==> config.mk <==
export PLATFORM = sky130hd
export DESIGN_NAME = compare_capture_timer_flat
export DESIGN_NICKNAME = d
export VERILOG_FILES = /design/src/timer_pkg.sv /design/src/timer_bus_if.sv /design/src/compare_capture_timer.sv /design/src/flat_wrapper.sv
export SDC_FILE = /design/constraint.sdc
export NUM_CORES = 1
export LEC_CHECK = 0
export ABC_AREA = 1
export BUFFER_PORTS_ARGS = -buffer_cell sky130_fd_sc_hd__buf_2
export CAP_MARGIN = 20
export CORE_MARGIN = 2
export CORE_UTILIZATION = 60
export CTS_CLUSTER_DIAMETER = 80
export DETAILED_ROUTE_END_ITERATION = 16
export PLACE_DENSITY = 0.76
export RECOVER_POWER = 25
export SYNTH_ARGS = -nofsm -noshare
export SYNTH_HDL_FRONTEND = slang
export SYNTH_SLANG_ARGS = --single-unit
==> constraint.sdc <==
create_clock -name ref_clk -period 1.9 [get_ports ref_clk]
set_clock_uncertainty 0.05 [all_clocks]
set_input_delay 0.38 -clock ref_clk [delete_from_list [all_inputs] [get_ports ref_clk]]
set_output_delay 0.38 -clock ref_clk [all_outputs]
set_load 0.01 [all_outputs]
==> src/timer_pkg.sv <==
// Constants shared by the compare/capture timer and its cpu end
package timer_pkg;
    // Byte addresses on the register bus
    localparam logic [15:0] ADDR_PORT3_DIRECTION = 16'hff23;
    localparam logic [15:0] ADDR_PORT3_LATCH = 16'hff03;
    localparam logic [15:0] ADDR_TIMER_MODE = 16'hff48;
    localparam logic [15:0] ADDR_COUNTER_LO = 16'hff12;
    localparam logic [15:0] ADDR_COUNTER_HI = 16'hff13;
    localparam logic [15:0] ADDR_COMPARE_LO = 16'hff16;
    localparam logic [15:0] ADDR_COMPARE_HI = 16'hff17;
    localparam logic [15:0] ADDR_CAPTURE_LO = 16'hff18;
    localparam logic [15:0] ADDR_CAPTURE_HI = 16'hff19;
    // Reset values and the fixed direction bits
    localparam logic [7:0] RESET_PORT3_DIRECTION = 8'hff;
    localparam logic [7:0] PORT3_DIRECTION_FIXED = 8'he0;
    localparam logic [7:0] RESET_PORT3_LATCH = 8'h00;
    localparam logic [15:0] RESET_COUNTER = 16'h0000;
    localparam logic [15:0] RESET_COMPARE = 16'hffff;
    localparam logic [15:0] RESET_CAPTURE = 16'h0000;
    // Field positions in timer_mode_control
    localparam int OUTPUT_ENABLE_POS = 0;
    localparam int CLK_SEL_LO_POS = 1;
    localparam int TOGGLE_ENABLE_POS = 3;
    localparam int EDGE_SEL_LO_POS = 4;
    localparam int WRAP_FLAG_POS = 6;
    localparam int OUTPUT_LEVEL_POS = 7;
    // Shared pin position within port 3
    localparam int SHARED_PIN_POS = 3;
    // Position of the match mask inside irq_mask_reg_b
    localparam int MATCH_IRQ_MASK_POS = 2;
    localparam logic [7:0] RESET_IRQ_MASK_REG_B = 8'hff;
    // Main clock dividers for the count clock
    localparam logic [4:0] DIV4_MASK = 5'h03;
    localparam logic [4:0] DIV32_MASK = 5'h1f;

    typedef enum logic [1:0]
    {
        CLK_EXT_TICK = 2'b00,
        CLK_DIV1 = 2'b01,
        CLK_DIV4 = 2'b10,
        CLK_DIV32 = 2'b11
    } count_clk_t;

    typedef enum logic [1:0]
    {
        EDGE_NONE = 2'b00,
        EDGE_RISE = 2'b01,
        EDGE_FALL = 2'b10,
        EDGE_BOTH = 2'b11
    } edge_sel_t;
endpackage : timer_pkg

==> src/timer_bus_if.sv <==
// Byte-wide register bus between the cpu end and the timer
`timescale 1ns/1ps
interface timer_bus_if;
    logic [15:0] addr;
    logic [7:0] wdata;
    logic [7:0] rdata;
    logic wr;
    logic rd;
    logic match_irq;

    modport timer
    (
        input addr,
        input wdata,
        input wr,
        input rd,
        output rdata,
        output match_irq
    );

    modport cpu
    (
        output addr,
        output wdata,
        output wr,
        output rd,
        input rdata,
        input match_irq
    );
endinterface : timer_bus_if

==> src/compare_capture_timer.sv <==
// Free-running 16-bit timer with compare, capture and pin control
`timescale 1ns/1ps
module compare_capture_timer
(
    input wire logic ref_clk,
    input wire logic reset,
    timer_bus_if.timer bus,
    input wire logic ext_count_tick,
    input wire logic shared_pin_in,
    output logic shared_pin_out,
    output logic shared_pin_oe
);
    import timer_pkg::*;

    logic [7:0] port3_direction;
    logic [7:0] port3_latch;
    logic [15:0] free_counter;
    logic [15:0] compare_value;
    logic [15:0] capture_value;
    logic [15:0] read_buffer;
    logic buffer_frozen;
    logic output_enable_bit;
    logic output_toggle_enable;
    logic wrap_flag;
    logic output_level_bit;
    logic [1:0] count_clk_sel;
    logic [1:0] edge_sel;
    logic [4:0] prescale;
    logic [1:0] tick_sync;
    logic tick_prev;
    logic [1:0] pin_sync;
    logic pin_prev;
    logic count_tick;
    logic capture_edge;
    logic match_now;
    logic match_prev;
    logic rd_prev;
    logic [15:0] last_rd_addr;
    logic mode_write;

    assign mode_write = bus.wr && bus.addr == ADDR_TIMER_MODE;

    // Register write path; compare writes may land mid-count
    always_ff @(posedge ref_clk)
    begin
        if (reset)
        begin
            port3_direction <= RESET_PORT3_DIRECTION;
            port3_latch <= RESET_PORT3_LATCH;
            compare_value <= RESET_COMPARE;
            output_enable_bit <= 1'b0;
            output_toggle_enable <= 1'b0;
            count_clk_sel <= 2'b00;
            edge_sel <= 2'b00;
        end
        else if (bus.wr)
        begin
            case (bus.addr)
                ADDR_PORT3_DIRECTION:
                    port3_direction <= bus.wdata | PORT3_DIRECTION_FIXED;
                ADDR_PORT3_LATCH:
                    port3_latch <= bus.wdata;
                ADDR_COMPARE_LO:
                    compare_value[7:0] <= bus.wdata;
                ADDR_COMPARE_HI:
                    compare_value[15:8] <= bus.wdata;
                ADDR_TIMER_MODE:
                begin
                    output_enable_bit <= bus.wdata[OUTPUT_ENABLE_POS];
                    output_toggle_enable <= bus.wdata[TOGGLE_ENABLE_POS];
                    count_clk_sel <= bus.wdata[CLK_SEL_LO_POS +: 2];
                    edge_sel <= bus.wdata[EDGE_SEL_LO_POS +: 2];
                end
                default:
                    port3_latch <= port3_latch;
            endcase
        end
    end

    // Count clock: prescaler taps or synchronised neighbour tick
    always_ff @(posedge ref_clk)
    begin
        if (reset)
            prescale <= 5'h00;
        else
            prescale <= prescale + 5'h01;
    end

    // Tick synchroniser runs through reset, so a tick idling high
    // gives no false count after release
    always_ff @(posedge ref_clk)
    begin
        tick_sync <= {tick_sync[0], ext_count_tick};
        tick_prev <= tick_sync[1];
    end

    always_comb
    begin
        case (count_clk_t'(count_clk_sel))
            CLK_EXT_TICK: count_tick = tick_sync[1] && !tick_prev;
            CLK_DIV1: count_tick = 1'b1;
            CLK_DIV4: count_tick = (prescale & DIV4_MASK) == DIV4_MASK;
            CLK_DIV32: count_tick = prescale == DIV32_MASK;
            default: count_tick = 1'b0;
        endcase
    end

    // Free-running counter; reset restarts it from zero at once
    // Stop-mode behaviour is not modelled; value is simply kept
    always_ff @(posedge ref_clk)
    begin
        if (reset)
            free_counter <= RESET_COUNTER;
        else if (count_tick)
            free_counter <= free_counter + 16'h0001;
    end

    // Wrap flag: hardware set beats a simultaneous software clear
    always_ff @(posedge ref_clk)
    begin
        if (reset)
            wrap_flag <= 1'b0;
        else if (count_tick && free_counter == 16'hffff)
            wrap_flag <= 1'b1;
        else if (mode_write && !bus.wdata[WRAP_FLAG_POS])
            wrap_flag <= 1'b0;
    end

    // Match on rising equality, so a compare write can also fire
    assign match_now = free_counter == compare_value;

    always_ff @(posedge ref_clk)
    begin
        if (reset)
        begin
            match_prev <= 1'b0;
            bus.match_irq <= 1'b0;
        end
        else
        begin
            match_prev <= match_now;
            bus.match_irq <= match_now && !match_prev;
        end
    end

    // Output level: forced low as enable rises, toggled per match
    always_ff @(posedge ref_clk)
    begin
        if (reset)
            output_level_bit <= 1'b0;
        else if (mode_write && bus.wdata[OUTPUT_ENABLE_POS]
            && !output_enable_bit)
            output_level_bit <= 1'b0;
        else if (match_now && !match_prev && output_toggle_enable
            && output_enable_bit)
            output_level_bit <= !output_level_bit;
    end

    // Shared pin: timer or port latch, buffer on when direction is 0
    always_ff @(posedge ref_clk)
    begin
        if (reset)
        begin
            shared_pin_out <= 1'b0;
            shared_pin_oe <= 1'b0;
        end
        else
        begin
            shared_pin_out <= output_enable_bit ? output_level_bit
                : port3_latch[SHARED_PIN_POS];
            shared_pin_oe <= !port3_direction[SHARED_PIN_POS];
        end
    end

    // Capture pin: two flops, then a third for the edge compare; left
    // running through reset so a pin idling high gives no false edge
    always_ff @(posedge ref_clk)
    begin
        pin_sync <= {pin_sync[0], shared_pin_in};
        pin_prev <= pin_sync[1];
    end

    always_comb
    begin
        case (edge_sel_t'(edge_sel))
            EDGE_NONE: capture_edge = 1'b0;
            EDGE_RISE: capture_edge = pin_sync[1] && !pin_prev;
            EDGE_FALL: capture_edge = !pin_sync[1] && pin_prev;
            EDGE_BOTH: capture_edge = pin_sync[1] != pin_prev;
            default: capture_edge = 1'b0;
        endcase
    end

    // Capture is not blocked by reads; software must gate edges
    always_ff @(posedge ref_clk)
    begin
        if (reset)
            capture_value <= RESET_CAPTURE;
        else if (capture_edge)
            capture_value <= free_counter;
    end

    // Read buffer tracks the counter unless a byte pair is open
    always_ff @(posedge ref_clk)
    begin
        if (reset)
        begin
            buffer_frozen <= 1'b0;
            read_buffer <= RESET_COUNTER;
            rd_prev <= 1'b0;
            last_rd_addr <= 16'h0000;
        end
        else
        begin
            rd_prev <= bus.rd;
            if (bus.rd)
                last_rd_addr <= bus.addr;
            if (!buffer_frozen)
                read_buffer <= free_counter;
            if (bus.rd && !rd_prev && bus.addr == ADDR_COUNTER_LO)
                buffer_frozen <= 1'b1;
            else if (!bus.rd && rd_prev
                && last_rd_addr == ADDR_COUNTER_HI)
                buffer_frozen <= 1'b0;
        end
    end

    // Read data registered while the read strobe stands
    always_ff @(posedge ref_clk)
    begin
        if (reset)
            bus.rdata <= 8'h00;
        else if (bus.rd)
        begin
            case (bus.addr)
                ADDR_PORT3_DIRECTION:
                    bus.rdata <= port3_direction | PORT3_DIRECTION_FIXED;
                ADDR_PORT3_LATCH:
                    bus.rdata <= port3_latch;
                ADDR_TIMER_MODE:
                    bus.rdata <= {output_level_bit, wrap_flag, edge_sel,
                        output_toggle_enable, count_clk_sel,
                        output_enable_bit};
                ADDR_COUNTER_LO: bus.rdata <= read_buffer[7:0];
                ADDR_COUNTER_HI: bus.rdata <= read_buffer[15:8];
                ADDR_COMPARE_LO: bus.rdata <= compare_value[7:0];
                ADDR_COMPARE_HI: bus.rdata <= compare_value[15:8];
                ADDR_CAPTURE_LO: bus.rdata <= capture_value[7:0];
                ADDR_CAPTURE_HI: bus.rdata <= capture_value[15:8];
                default: bus.rdata <= 8'h00;
            endcase
        end
    end
endmodule : compare_capture_timer

==> src/flat_wrapper.sv <==
// flat-port wrapper written by rule: the top's interface ports become plain ports
module compare_capture_timer_flat import timer_pkg::*;
  (ref_clk, reset, ext_count_tick, shared_pin_in, shared_pin_out, shared_pin_oe, bus_addr, bus_wdata, bus_wr, bus_rd, bus_rdata, bus_match_irq);
  timer_bus_if bus_i ();
  input wire logic ref_clk;
  input wire logic reset;
  input wire logic ext_count_tick;
  input wire logic shared_pin_in;
  output logic shared_pin_out;
  output logic shared_pin_oe;
  input wire logic [$bits(bus_i.addr)-1:0] bus_addr;
  input wire logic [$bits(bus_i.wdata)-1:0] bus_wdata;
  input wire logic [$bits(bus_i.wr)-1:0] bus_wr;
  input wire logic [$bits(bus_i.rd)-1:0] bus_rd;
  output wire logic [$bits(bus_i.rdata)-1:0] bus_rdata;
  output wire logic [$bits(bus_i.match_irq)-1:0] bus_match_irq;
  assign bus_i.addr = bus_addr;
  assign bus_i.wdata = bus_wdata;
  assign bus_i.wr = bus_wr;
  assign bus_i.rd = bus_rd;
  assign bus_rdata = bus_i.rdata;
  assign bus_match_irq = bus_i.match_irq;
  compare_capture_timer u_core (.ref_clk(ref_clk), .reset(reset), .bus(bus_i), .ext_count_tick(ext_count_tick), .shared_pin_in(shared_pin_in), .shared_pin_out(shared_pin_out), .shared_pin_oe(shared_pin_oe));
endmodule
==> results.toml, run 1 <==
[outcome]
outcome = "finished clean"

[floorplan]
core_area_um2 = 9240
placementRows = 35
dieArea_um2 = 10350
initial_core_util = 0.6202
fp.dieH_um = 101.7
dieWidth_um = 101.7
pin_count = 41

[worst_setup_path]
path_buf_inv = 0
cp_top_family = "simple AND/OR/NAND/NOR gates"
cp-start-kind = "flop"
cp_cell_sequence = "ha_4, nand2_4, nor2_4, ha_2, o21ai_2, nand2_2, nand2_4, nor2_4, nand2_4, nor2_4, nor2_2, nor3_2"
cp_slowest_stage_delay_ns = 0.36
critical_path_class = "reg2reg"
worstPathRequired_ns = 2.30
arrival_ns = 2.24
r2r_slack_ns = 0.06
slowest_stage = "dfxtp_2"
cp_max_fo = 4
cp-end-kind = "flop"

[logic_synthesis]
async_flop_share = 0
synth_cell_types = 38
synthSimpleGateAreaFrac = 0.3028
synth.cells.most_frequent = "nand2_1 (152), dfxtp_1 (126), nand3_1 (107), nor2_1 (78), inv_1 (73)"
yosysWarnings = 0
synth_compound_area_frac = 0.1408
seq_area_frac_synth = 0.4402
synth_xor_xnor_area_share = 0.02293
syn_avg_cell_area_um2 = 7.291
synth_top_area_cell = "dfxtp_1"
synthFlopType = "dfxtp_1"
synthTopCellsByArea = "dfxtp_1 (44%), nand2_1 (10%), nand3_1 (9.3%)"
ys_ff_latch = 126
synth_fa_ha_area_frac = 0.01092
yosysMostFrequentCell = "nand2_1"
synth_area_um2 = 5730
synth_fp_nets = 821
postSynthCellCount = 786
synth_edf_count = 0
synth_top_family_by_area = "simple AND/OR/NAND/NOR gates"
yosys-mux-area-fraction = 0
yosys.area.top_type_share = 0.4402

[sta]
setup_violations = 0
period_needed_ns = 1.839
period_share = 0.9679
max_clock_freq_ghz = 0.5438
report.final.hold_viol_count = 0
worst_pin_slew_ns = 0.5828
rsz0062_at_grt = "true"
setup_slack_ns = 0.06100
drv_slew = 0
relSlewSlack = 0.6091

[clock_network]
clock-sinks = 126
cts.clk_slew.worst_paths_ns = 0.07
clockBufferDepth = 2
numCtsBuffers = 17
cts_max_level = 4
insertion_delay_ns = 0.53
cts_tree = "yes"
cts-root-buf = "clkbuf_8"

[placement]
globalplace.congestion = 0.9209
dp_hpwl_um = 11370
pre_cts_ws_ns = -0.02461
dp.cells = 948
portBuffers = 40

[global_route]
overflow = 0
grt_max_degree = 54
grt_first_pass_wirelength_um = 25230
grt_usage = 0.3215
antenna_found_initial = 0
grt_pass1_vias = 5120

[power]
finalPower_w = 0.006246
powerDensity_nw_per_um2 = 910.3
leakage_nw = 2.923
ir_drop_mv = 0.8569

[layout]
post-route-util = 0.7426
diodes = 0
instances_no_fill = 985
area_delta_synth_final_pct = 19.74
regArea_um2 = 2525
multiInputGateArea_um2 = 2834
nets = 878
nFillCells = 718
drive_above_1_share = 0.1776

[detailed_routing]
drcViolationCount = 0
routed_via_density = 5.676
wirelength_um = 16030
dr.pass1.iters = 5
via_count = 5591
drt_iter0_markers = 409
drtAntennaViolNets = 0
wire_per_inst_um = 16.27

[min_path]
holdCritPathClass = "in2reg"

[flow_run]
cap_violations = 0
metal layers:
layer	share of wire	track usage	vias up
met5	0	0	-
met4	0.031	0.1455	0
met3	0.067	0.05038	49
met2	0.48	0.5374	226
met1	0.43	0.4091	2615
li1	-	-	2701
final timing paths:
check | start | to | cells after the start
max | u_core.prescale[0]$_SDFF_PP0_ | u_core.free_counter[13]$_SDFFE_PP0P_ | 12
min | bus_addr[13] | u_core.last_rd_addr[13]$_SDFFE_PP0P_ | 3
min reg2reg | u_core.pin_sync[0]$_DFF_P_ | u_core.pin_sync[1]$_DFF_P_ | 0
max reg2reg | u_core.prescale[0]$_SDFF_PP0_ | u_core.free_counter[13]$_SDFFE_PP0P_ | 12
cell families (layout without fill, tap and decap cells):
kind of cell               Yosys count  after routing
AOI/OAI and AO/OA                  152            152
xor gates and xnor gates            15             15
adders and majority gates            5              5
buffers and inverters              110            180
DFF                                126            126
and+or+nand+nor                    378            378
layout by cell type (no fill, tap or decap), types with 4 or more instances in the layout:
cell	count
inv_2	5
nand2_2	5
nand2_4	4
inv_1	72
nand4_1	6
nand2_1	147
nand3_1	107
nor2_2	5
clkbuf_16	16
a21oi_2	8
dfxtp_1	124
buf_2	40
a21oi_1	69
nor3_1	8
xnor2_1	14
nor2_4	11
nor2_1	74
buf_4	25
o21ai_0	66
inv_6	7
flip-flops by register name (all words and copies together) (netlist names), 2 cells and up:
signal,cells
u_core.capture_value,16
u_core.prescale,5
u_core.last_rd_addr,16
u_core.count_clk_sel,2
u_core.tick_sync,2
u_core.port3_direction,5
u_core.bus.rdata,8
u_core.edge_sel,2
u_core.free_counter,16
u_core.compare_value,16
u_core.pin_sync,2
u_core.read_buffer,16
u_core.port3_latch,8
worst register-to-register path: cells and delay by family (launching register included):
family | cells | cell delay (ns)
AO/OA/AOI/OAI | 1 | 0.05
adder cells (fa/ha/maj) | 2 | 0.34
flip-flops | 1 | 0.36
AND/OR/NAND/NOR | 9 | 0.98
through the flow:
stage | area [um^2] | TNS (ns) | hold WS, ns
final | 6862 | 0 | 0.04134
after global routing | 6862 | -0.1403 | 0.05779
after CTS | 6758 | 0 | 0.03382
after detailed placement | 6122 | -0.04922 | 0.2638
after global placement | 6122 | 0 | 0.2618
after floorplan | 5731 | 0 | 0.2596
where the power goes:
| part | internal (W) | switching [W] |
|---|---|---|
| clock | 0.00195 | 0.00132 |
| sequential | 0.00268 | 0.0000234 |
| combinational | 0.0000888 | 0.000178 |
final cells by class:
cell class,instances,area share
timing repair buffer,69,0.06528
inverter,79,0.04322
clock buffer,18,0.06236
multi-input combinational,550,0.4130
clock inverter,14,0.02462
sequential,126,0.3680
tap,129,0.02352
repair_timing:
action	CTS	global route
setup buffers	0	3
setup endpoints to repair	3	8
pin swaps	1	10
hold endpoints to repair	2	0
hold buffers	2	0
gates resized for setup	5	21
Note: power is estimated with default switching activity, not from simulation.
==> inputs of run 2 (changes only) <==
--- a/config.mk
+++ b/config.mk
@@ -8,11 +8,12 @@
 export ABC_AREA = 1
 export BUFFER_PORTS_ARGS = -buffer_cell sky130_fd_sc_hd__buf_2
 export CAP_MARGIN = 20
-export CORE_MARGIN = 2
+export CORE_ASPECT_RATIO = 0.75
+export CORE_MARGIN = 3
 export CORE_UTILIZATION = 60
 export CTS_CLUSTER_DIAMETER = 80
 export DETAILED_ROUTE_END_ITERATION = 16
-export PLACE_DENSITY = 0.76
+export PLACE_DENSITY = 0.79
 export RECOVER_POWER = 25
 export SYNTH_ARGS = -nofsm -noshare
 export SYNTH_HDL_FRONTEND = slang
==> run 2 against run 1 <==
Effect of this change: largest cell class unchanged; worst hold slack better by 0.071 ns; clock power is 3% higher; worst setup slack better by 0.046 ns; sequential power hardly changed; first-iteration DRC count is 49% higher; global-route usage is 1.2 points lower; cell area is 0.95% lower; cell count is 0.81% lower; critical path depth stayed put; sequential cell count stayed put.
==> results.toml, run 2 (same netlist as run 1, synthesis figures left out) <==
[clock_network]
numCtsBuffers = 17
clockBufferDepth = 2
cts.clk_slew.worst_paths_ns = 0.06
clock-sinks = 126
insertion_delay_ns = 0.43
cts_max_level = 4
cts_tree = "yes"
cts-root-buf = "clkbuf_16"

[detailed_routing]
drt_iter0_markers = 608
wirelength_um = 16340
routed_via_density = 5.776
dr.pass1.iters = 5
wire_per_inst_um = 16.73
via_count = 5643
drcViolationCount = 0
drtAntennaViolNets = 0

[floorplan]
pin_count = 41
placementRows = 30
dieWidth_um = 118.8
initial_core_util = 0.6257
fp.dieH_um = 90.64
dieArea_um2 = 10770
core_area_um2 = 9159

[layout]
nFillCells = 769
diodes = 0
drive_above_1_share = 0.1661
instances_no_fill = 977
area_delta_synth_final_pct = 18.60
regArea_um2 = 2527
multiInputGateArea_um2 = 2803
mostFrequentLayoutCell = "nand2_1"
nets = 871
most-common-layout-cells = "nand2_1 (148), dfxtp_1 (124), nand3_1 (106), nor2_1 (77), inv_1 (70)"

[worst_setup_path]
slowest_stage = "dfxtp_4"
reg2reg_from = "u_core.prescale[0]$_SDFF_PP0_"
critical_path_class = "reg2reg"
worstPathRequired_ns = 2.21
worstRegToRegCells = 12
cp_top_family = "simple AND/OR/NAND/NOR gates"
cp_max_fo = 5
cp_cell_sequence = "ha_4, nand2_2, nor2_1, ha_1, o21ai_1, nand2_2, nand3_4, nor2_4, nand2_4, nor2_4, nand2_2, a21oi_1"
arrival_ns = 2.10
cp-end-kind = "flop"
cpMostUsedCell = "nand2_2"
cp-start-kind = "flop"
r2r-end = "u_core.wrap_flag$_SDFFE_PP0P_"
cp_slowest_stage_delay_ns = 0.36
r2r_slack_ns = 0.11
path_buf_inv = 0

[sta]
period_needed_ns = 1.793
drv_slew = 0
relSlewSlack = 0.7226
report.final.hold_viol_count = 0
period_share = 0.9437
worst_pin_slew_ns = 0.4156
max_clock_freq_ghz = 0.5577
rsz0062_at_grt = "true"
setup_slack_ns = 0.1069
setup_violations = 0

[global_route]
antenna_found_initial = 0
grt_usage = 0.3091
overflow = 0
grt_first_pass_wirelength_um = 26110
grt_pass1_vias = 5171
grt_max_degree = 88

[placement]
pre_cts_ws_ns = -0.07647
dp.cells = 941
dp_hpwl_um = 11600
portBuffers = 40
globalplace.congestion = 0.9432

[min_path]
hp-start = "bus_addr[13]"
hold_path_end = "u_core.last_rd_addr[13]$_SDFFE_PP0P_"
hold_depth = 3
holdCritPathClass = "in2reg"

[power]
ir_drop_mv = 0.6396
finalPower_w = 0.006339
powerDensity_nw_per_um2 = 932.7
leakage_nw = 2.870

[outcome]
outcome = "finished clean"

[flow_run]
cap_violations = 0
[run 2: routing by layer]
metal	part of all wire	global-route usage	wire length (um)
met2	0.43	0.4591	7090
met4	0.025	0.1263	411
met5	0	0	0
met1	0.44	0.4341	7145
met3	0.10	0.07201	1694
[run 2: tightest hold or removal path, delay by kind of cell]
| family | cells | cell delay, ns |
|---|---|---|
| buffers and inverters | 1 | 0.08 |
| AND/OR/NAND/NOR | 2 | 0.09 |
[run 2: how the worst max path moves through the flow]
stage / startpoint / to / slack [ns] / depth (start not counted)
after floorplan: u_core.prescale[0]$_SDFF_PP0_ / u_core.free_counter[13]$_SDFFE_PP0P_ / 0.21 / 11
after global placement: u_core.prescale[0]$_SDFF_PP0_ / u_core.wrap_flag$_SDFFE_PP0P_ / -0.02 / 12
after detailed placement: u_core.prescale[0]$_SDFF_PP0_ / u_core.wrap_flag$_SDFFE_PP0P_ / -0.08 / 12
after CTS: u_core.prescale[0]$_SDFF_PP0_ / u_core.wrap_flag$_SDFFE_PP0P_ / 0.009 / 12
after global routing: u_core.prescale[0]$_SDFF_PP0_ / u_core.free_counter[13]$_SDFFE_PP0P_ / -0.01 / 12
final: u_core.prescale[0]$_SDFF_PP0_ / u_core.wrap_flag$_SDFFE_PP0P_ / 0.11 / 12
[run 2: report_power, final]
part           internal, W  total, W  switching [W]
clock network      0.00202   0.00337        0.00135
logic            0.0000875  0.000265       0.000177
registers          0.00268   0.00271      0.0000246
total              0.00479   0.00634        0.00155
[run 2: area by class of cell]
class | instances | share of cell area
Clock buffer | 18 | 0.06462
Clock inverter | 14 | 0.02522
Inverter | 79 | 0.04363
Multi-Input combinational cell | 550 | 0.4124
Sequential cell | 126 | 0.3719
Tap cell | 128 | 0.02356
Timing Repair Buffer | 62 | 0.05873
[run 2: per-stage QoR]
step / utilization / hold slack [ns] / TNS (ns) / cell area [um^2]
floorplan: - / 0.2596 / 0 / 5731
global placement: 0.6634 / 0.2598 / -0.01639 / 6076
detailed placement: 0.6634 / 0.2692 / -0.07647 / 6076
CTS: 0.7362 / 0.1094 / 0 / 6743
global route: 0.7421 / 0.1519 / -0.03007 / 6797
finish: 0.7421 / 0.1120 / 0 / 6797
[run 2: timing repair]
action / 4_1_cts / 5_1_grt
pin swaps: 3 / 5
gates resized for setup: 6 / 16
setup buffers: 2 / 0
hold buffers: 2 / 0
hold endpoints to repair: 2 / 0
endpoints found under the setup margin: 4 / 11
==> inputs of run 3 (changes only) <==
==> constraint.sdc (replaced) <==
create_clock -name ref_clk -period 1.9 [get_ports ref_clk]
set_clock_uncertainty 0.05 [all_clocks]
set_input_delay 0 -clock ref_clk [delete_from_list [all_inputs] [get_ports ref_clk]]
set_output_delay 0 -clock ref_clk [all_outputs]
set_load 0.01 [all_outputs]
==> run 3 against run 2 <==
Effect of this change: utilization increased by 1.5 points; critical path depth decreased by 1; global-route usage increased by 0.33 points; combinational power increased by 13%.
==> results.toml, run 3 (same netlist as run 1, synthesis figures left out) <==
[outcome]
outcome = "finished clean"

[placement]
portBuffers = 40
dp_hpwl_um = 11260
globalplace.congestion = 0.9648
dpl_cell_area_um2 = 6061

[layout]
drive_above_1_share = 0.1483
nFillCells = 676
diodes = 0
most-common-layout-cells = "nand2_1 (149), dfxtp_1 (125), nand3_1 (107), nor2_1 (77), inv_1 (72)"
design_area_um2 = 6937
area_delta_synth_final_pct = 21.05
mostFrequentLayoutCell = "nand2_1"
nets = 892

[worst_setup_path]
r2r-end = "u_core.free_counter[4]$_SDFFE_PP0P_"
cp_cell_sequence = "ha_2, nand2_1, nor2_2, ha_1, o21ai_1, nand2_2, buf_4, nand3_1, inv_1, a21oi_1, nor3_1"
arrival_ns = 2.04
cp-start-kind = "flop"
cp_top_family = "simple AND/OR/NAND/NOR gates"
reg2reg_from = "u_core.prescale[0]$_SDFF_PP0_"
slowest_stage = "dfxtp_2"
worstPathRequired_ns = 2.14
path_buf_inv = 2
cp_slowest_stage_delay_ns = 0.33
cp-end-kind = "flop"
critical_path_class = "reg2reg"
cp_max_fo = 7
r2r_slack_ns = 0.10
worstRegToRegCells = 11

[sta]
worst_pin_slew_ns = 0.6064
report.final.hold_viol_count = 0
drv_slew = 0
period_share = 0.9468
relSlewSlack = 0.5951
hold_slack_ns = 0.004129
max_clock_freq_ghz = 0.5559
rsz0062_at_grt = "true"
setup_violations = 0
period_needed_ns = 1.799

[clock_network]
clockBufferDepth = 2
cts.clk_slew.worst_paths_ns = 0.06
cts_max_level = 4
insertion_delay_ns = 0.42
cts_tree = "yes"
cts-root-buf = "clkbuf_16"
numCtsBuffers = 17
clock-sinks = 126

[power]
leakage_nw = 2.900
powerDensity_nw_per_um2 = 890.2
ir_drop_mv = 0.5964
finalPower_w = 0.006175

[floorplan]
pin_count = 41
core_area_um2 = 9159
placementRows = 30
dieWidth_um = 118.8
fp.dieH_um = 90.64
dieArea_um2 = 10770
initial_core_util = 0.6257

[detailed_routing]
routed_via_density = 5.677
drcViolationCount = 0
via_count = 5666
wirelength_um = 16560
drt_iter0_markers = 735
dr.pass1.iters = 6
wire_per_inst_um = 16.59
drtAntennaViolNets = 0

[min_path]
hp-start = "bus_rd"
holdCritPathClass = "in2reg"
hold_path_end = "u_core.bus.rdata[2]$_SDFFE_PP0P_"
hold_depth = 4

[global_route]
overflow = 0
grt_pass1_vias = 5336
grt_first_pass_wirelength_um = 26740
grt_max_degree = 49
antenna_found_initial = 0
grt_usage = 0.3125

[flow_run]
cap_violations = 0
-- run 3: cell types whose count changed in the layout (fill, tap and decap cells not counted), sizes merged --
cell and delta:
buf -5, bufinv -1, clkbuf +3, clkinvlp +5
dlygate4sd3 +25, inv -6
-- run 3: timing repair --
action,4_1_cts,5_1_grt
hold buffers,27,0
buffers inserted,0,0
resized for setup,0,11
endpoints found under the hold margin,54,0
setup endpoints to repair,0,10
-- run 3: worst max-delay path by stage --
| stage | cells after the start | from | to | slack [ns] |
|---|---|---|---|---|
| 3_3_place_gp | 11 | u_core.prescale[0]$_SDFF_PP0_ | u_core.free_counter[13]$_SDFFE_PP0P_ | 0.16 |
| 6_report | 11 | u_core.prescale[0]$_SDFF_PP0_ | u_core.free_counter[4]$_SDFFE_PP0P_ | 0.10 |
| 2_1_floorplan | 11 | u_core.prescale[0]$_SDFF_PP0_ | u_core.free_counter[13]$_SDFFE_PP0P_ | 0.21 |
| 3_5_place_dp | 12 | u_core.prescale[0]$_SDFF_PP0_ | u_core.wrap_flag$_SDFFE_PP0P_ | 0.06 |
| 4_1_cts | 11 | u_core.prescale[0]$_SDFF_PP0_ | u_core.free_counter[13]$_SDFFE_PP0P_ | 0.05 |
| 5_1_grt | 12 | u_core.prescale[1]$_SDFF_PP0_ | u_core.wrap_flag$_SDFFE_PP0P_ | -0.04 |
-- run 3: final cells by class --
type | count | area [um^2] | share of cell area
clock inverter | 12 | 111.4 | 0.01605
clock buffer | 20 | 466.7 | 0.06728
inverter | 79 | 296.5 | 0.04275
tap | 128 | 160.2 | 0.02309
multi-input combinational | 550 | 2766 | 0.3988
timing repair buffer | 83 | 611.8 | 0.08820
sequential | 126 | 2524 | 0.3638
-- run 3: metal layers --
metal / part of all wire / GRT usage / wire length (um) / up-vias
met5: 0 / 0 / 0 / -
met4: 0.018 / 0.1051 / 306 / 0
met3: 0.13 / 0.09017 / 2082 / 37
met2: 0.44 / 0.4719 / 7257 / 327
met1: 0.42 / 0.4307 / 6912 / 2584
li1: - / - / - / 2718
-- run 3: per-stage QoR --
stage	std cells	setup TNS [ns]	setup slack [ns]	util
2_1_floorplan	786	0	0.2061	-
3_3_place_gp	939	0	0.1592	0.6617
3_5_place_dp	939	0	0.06351	0.6617
4_1_cts	998	0	0.04951	0.7544
5_1_grt	998	-0.1074	-0.04114	0.7574
6_report	998	0	0.1011	0.7574
-- run 3: power breakdown --
part	internal, W	switching [W]	leakage (nW)
clock	0.00191	0.00126	0.267
sequential	0.00268	0.0000248	1.02
combinational	0.000117	0.000182	1.61
-- run 3: worst reg2reg max path: cells and delay by family, from the launching register on --
family / cells / cell delay (ns)
AOI/OAI and AO/OA: 2 / 0.28
buffers and inverters: 2 / 0.25
and+or+nand+nor: 5 / 0.41
adders and majority gates: 2 / 0.35
DFF: 1 / 0.33
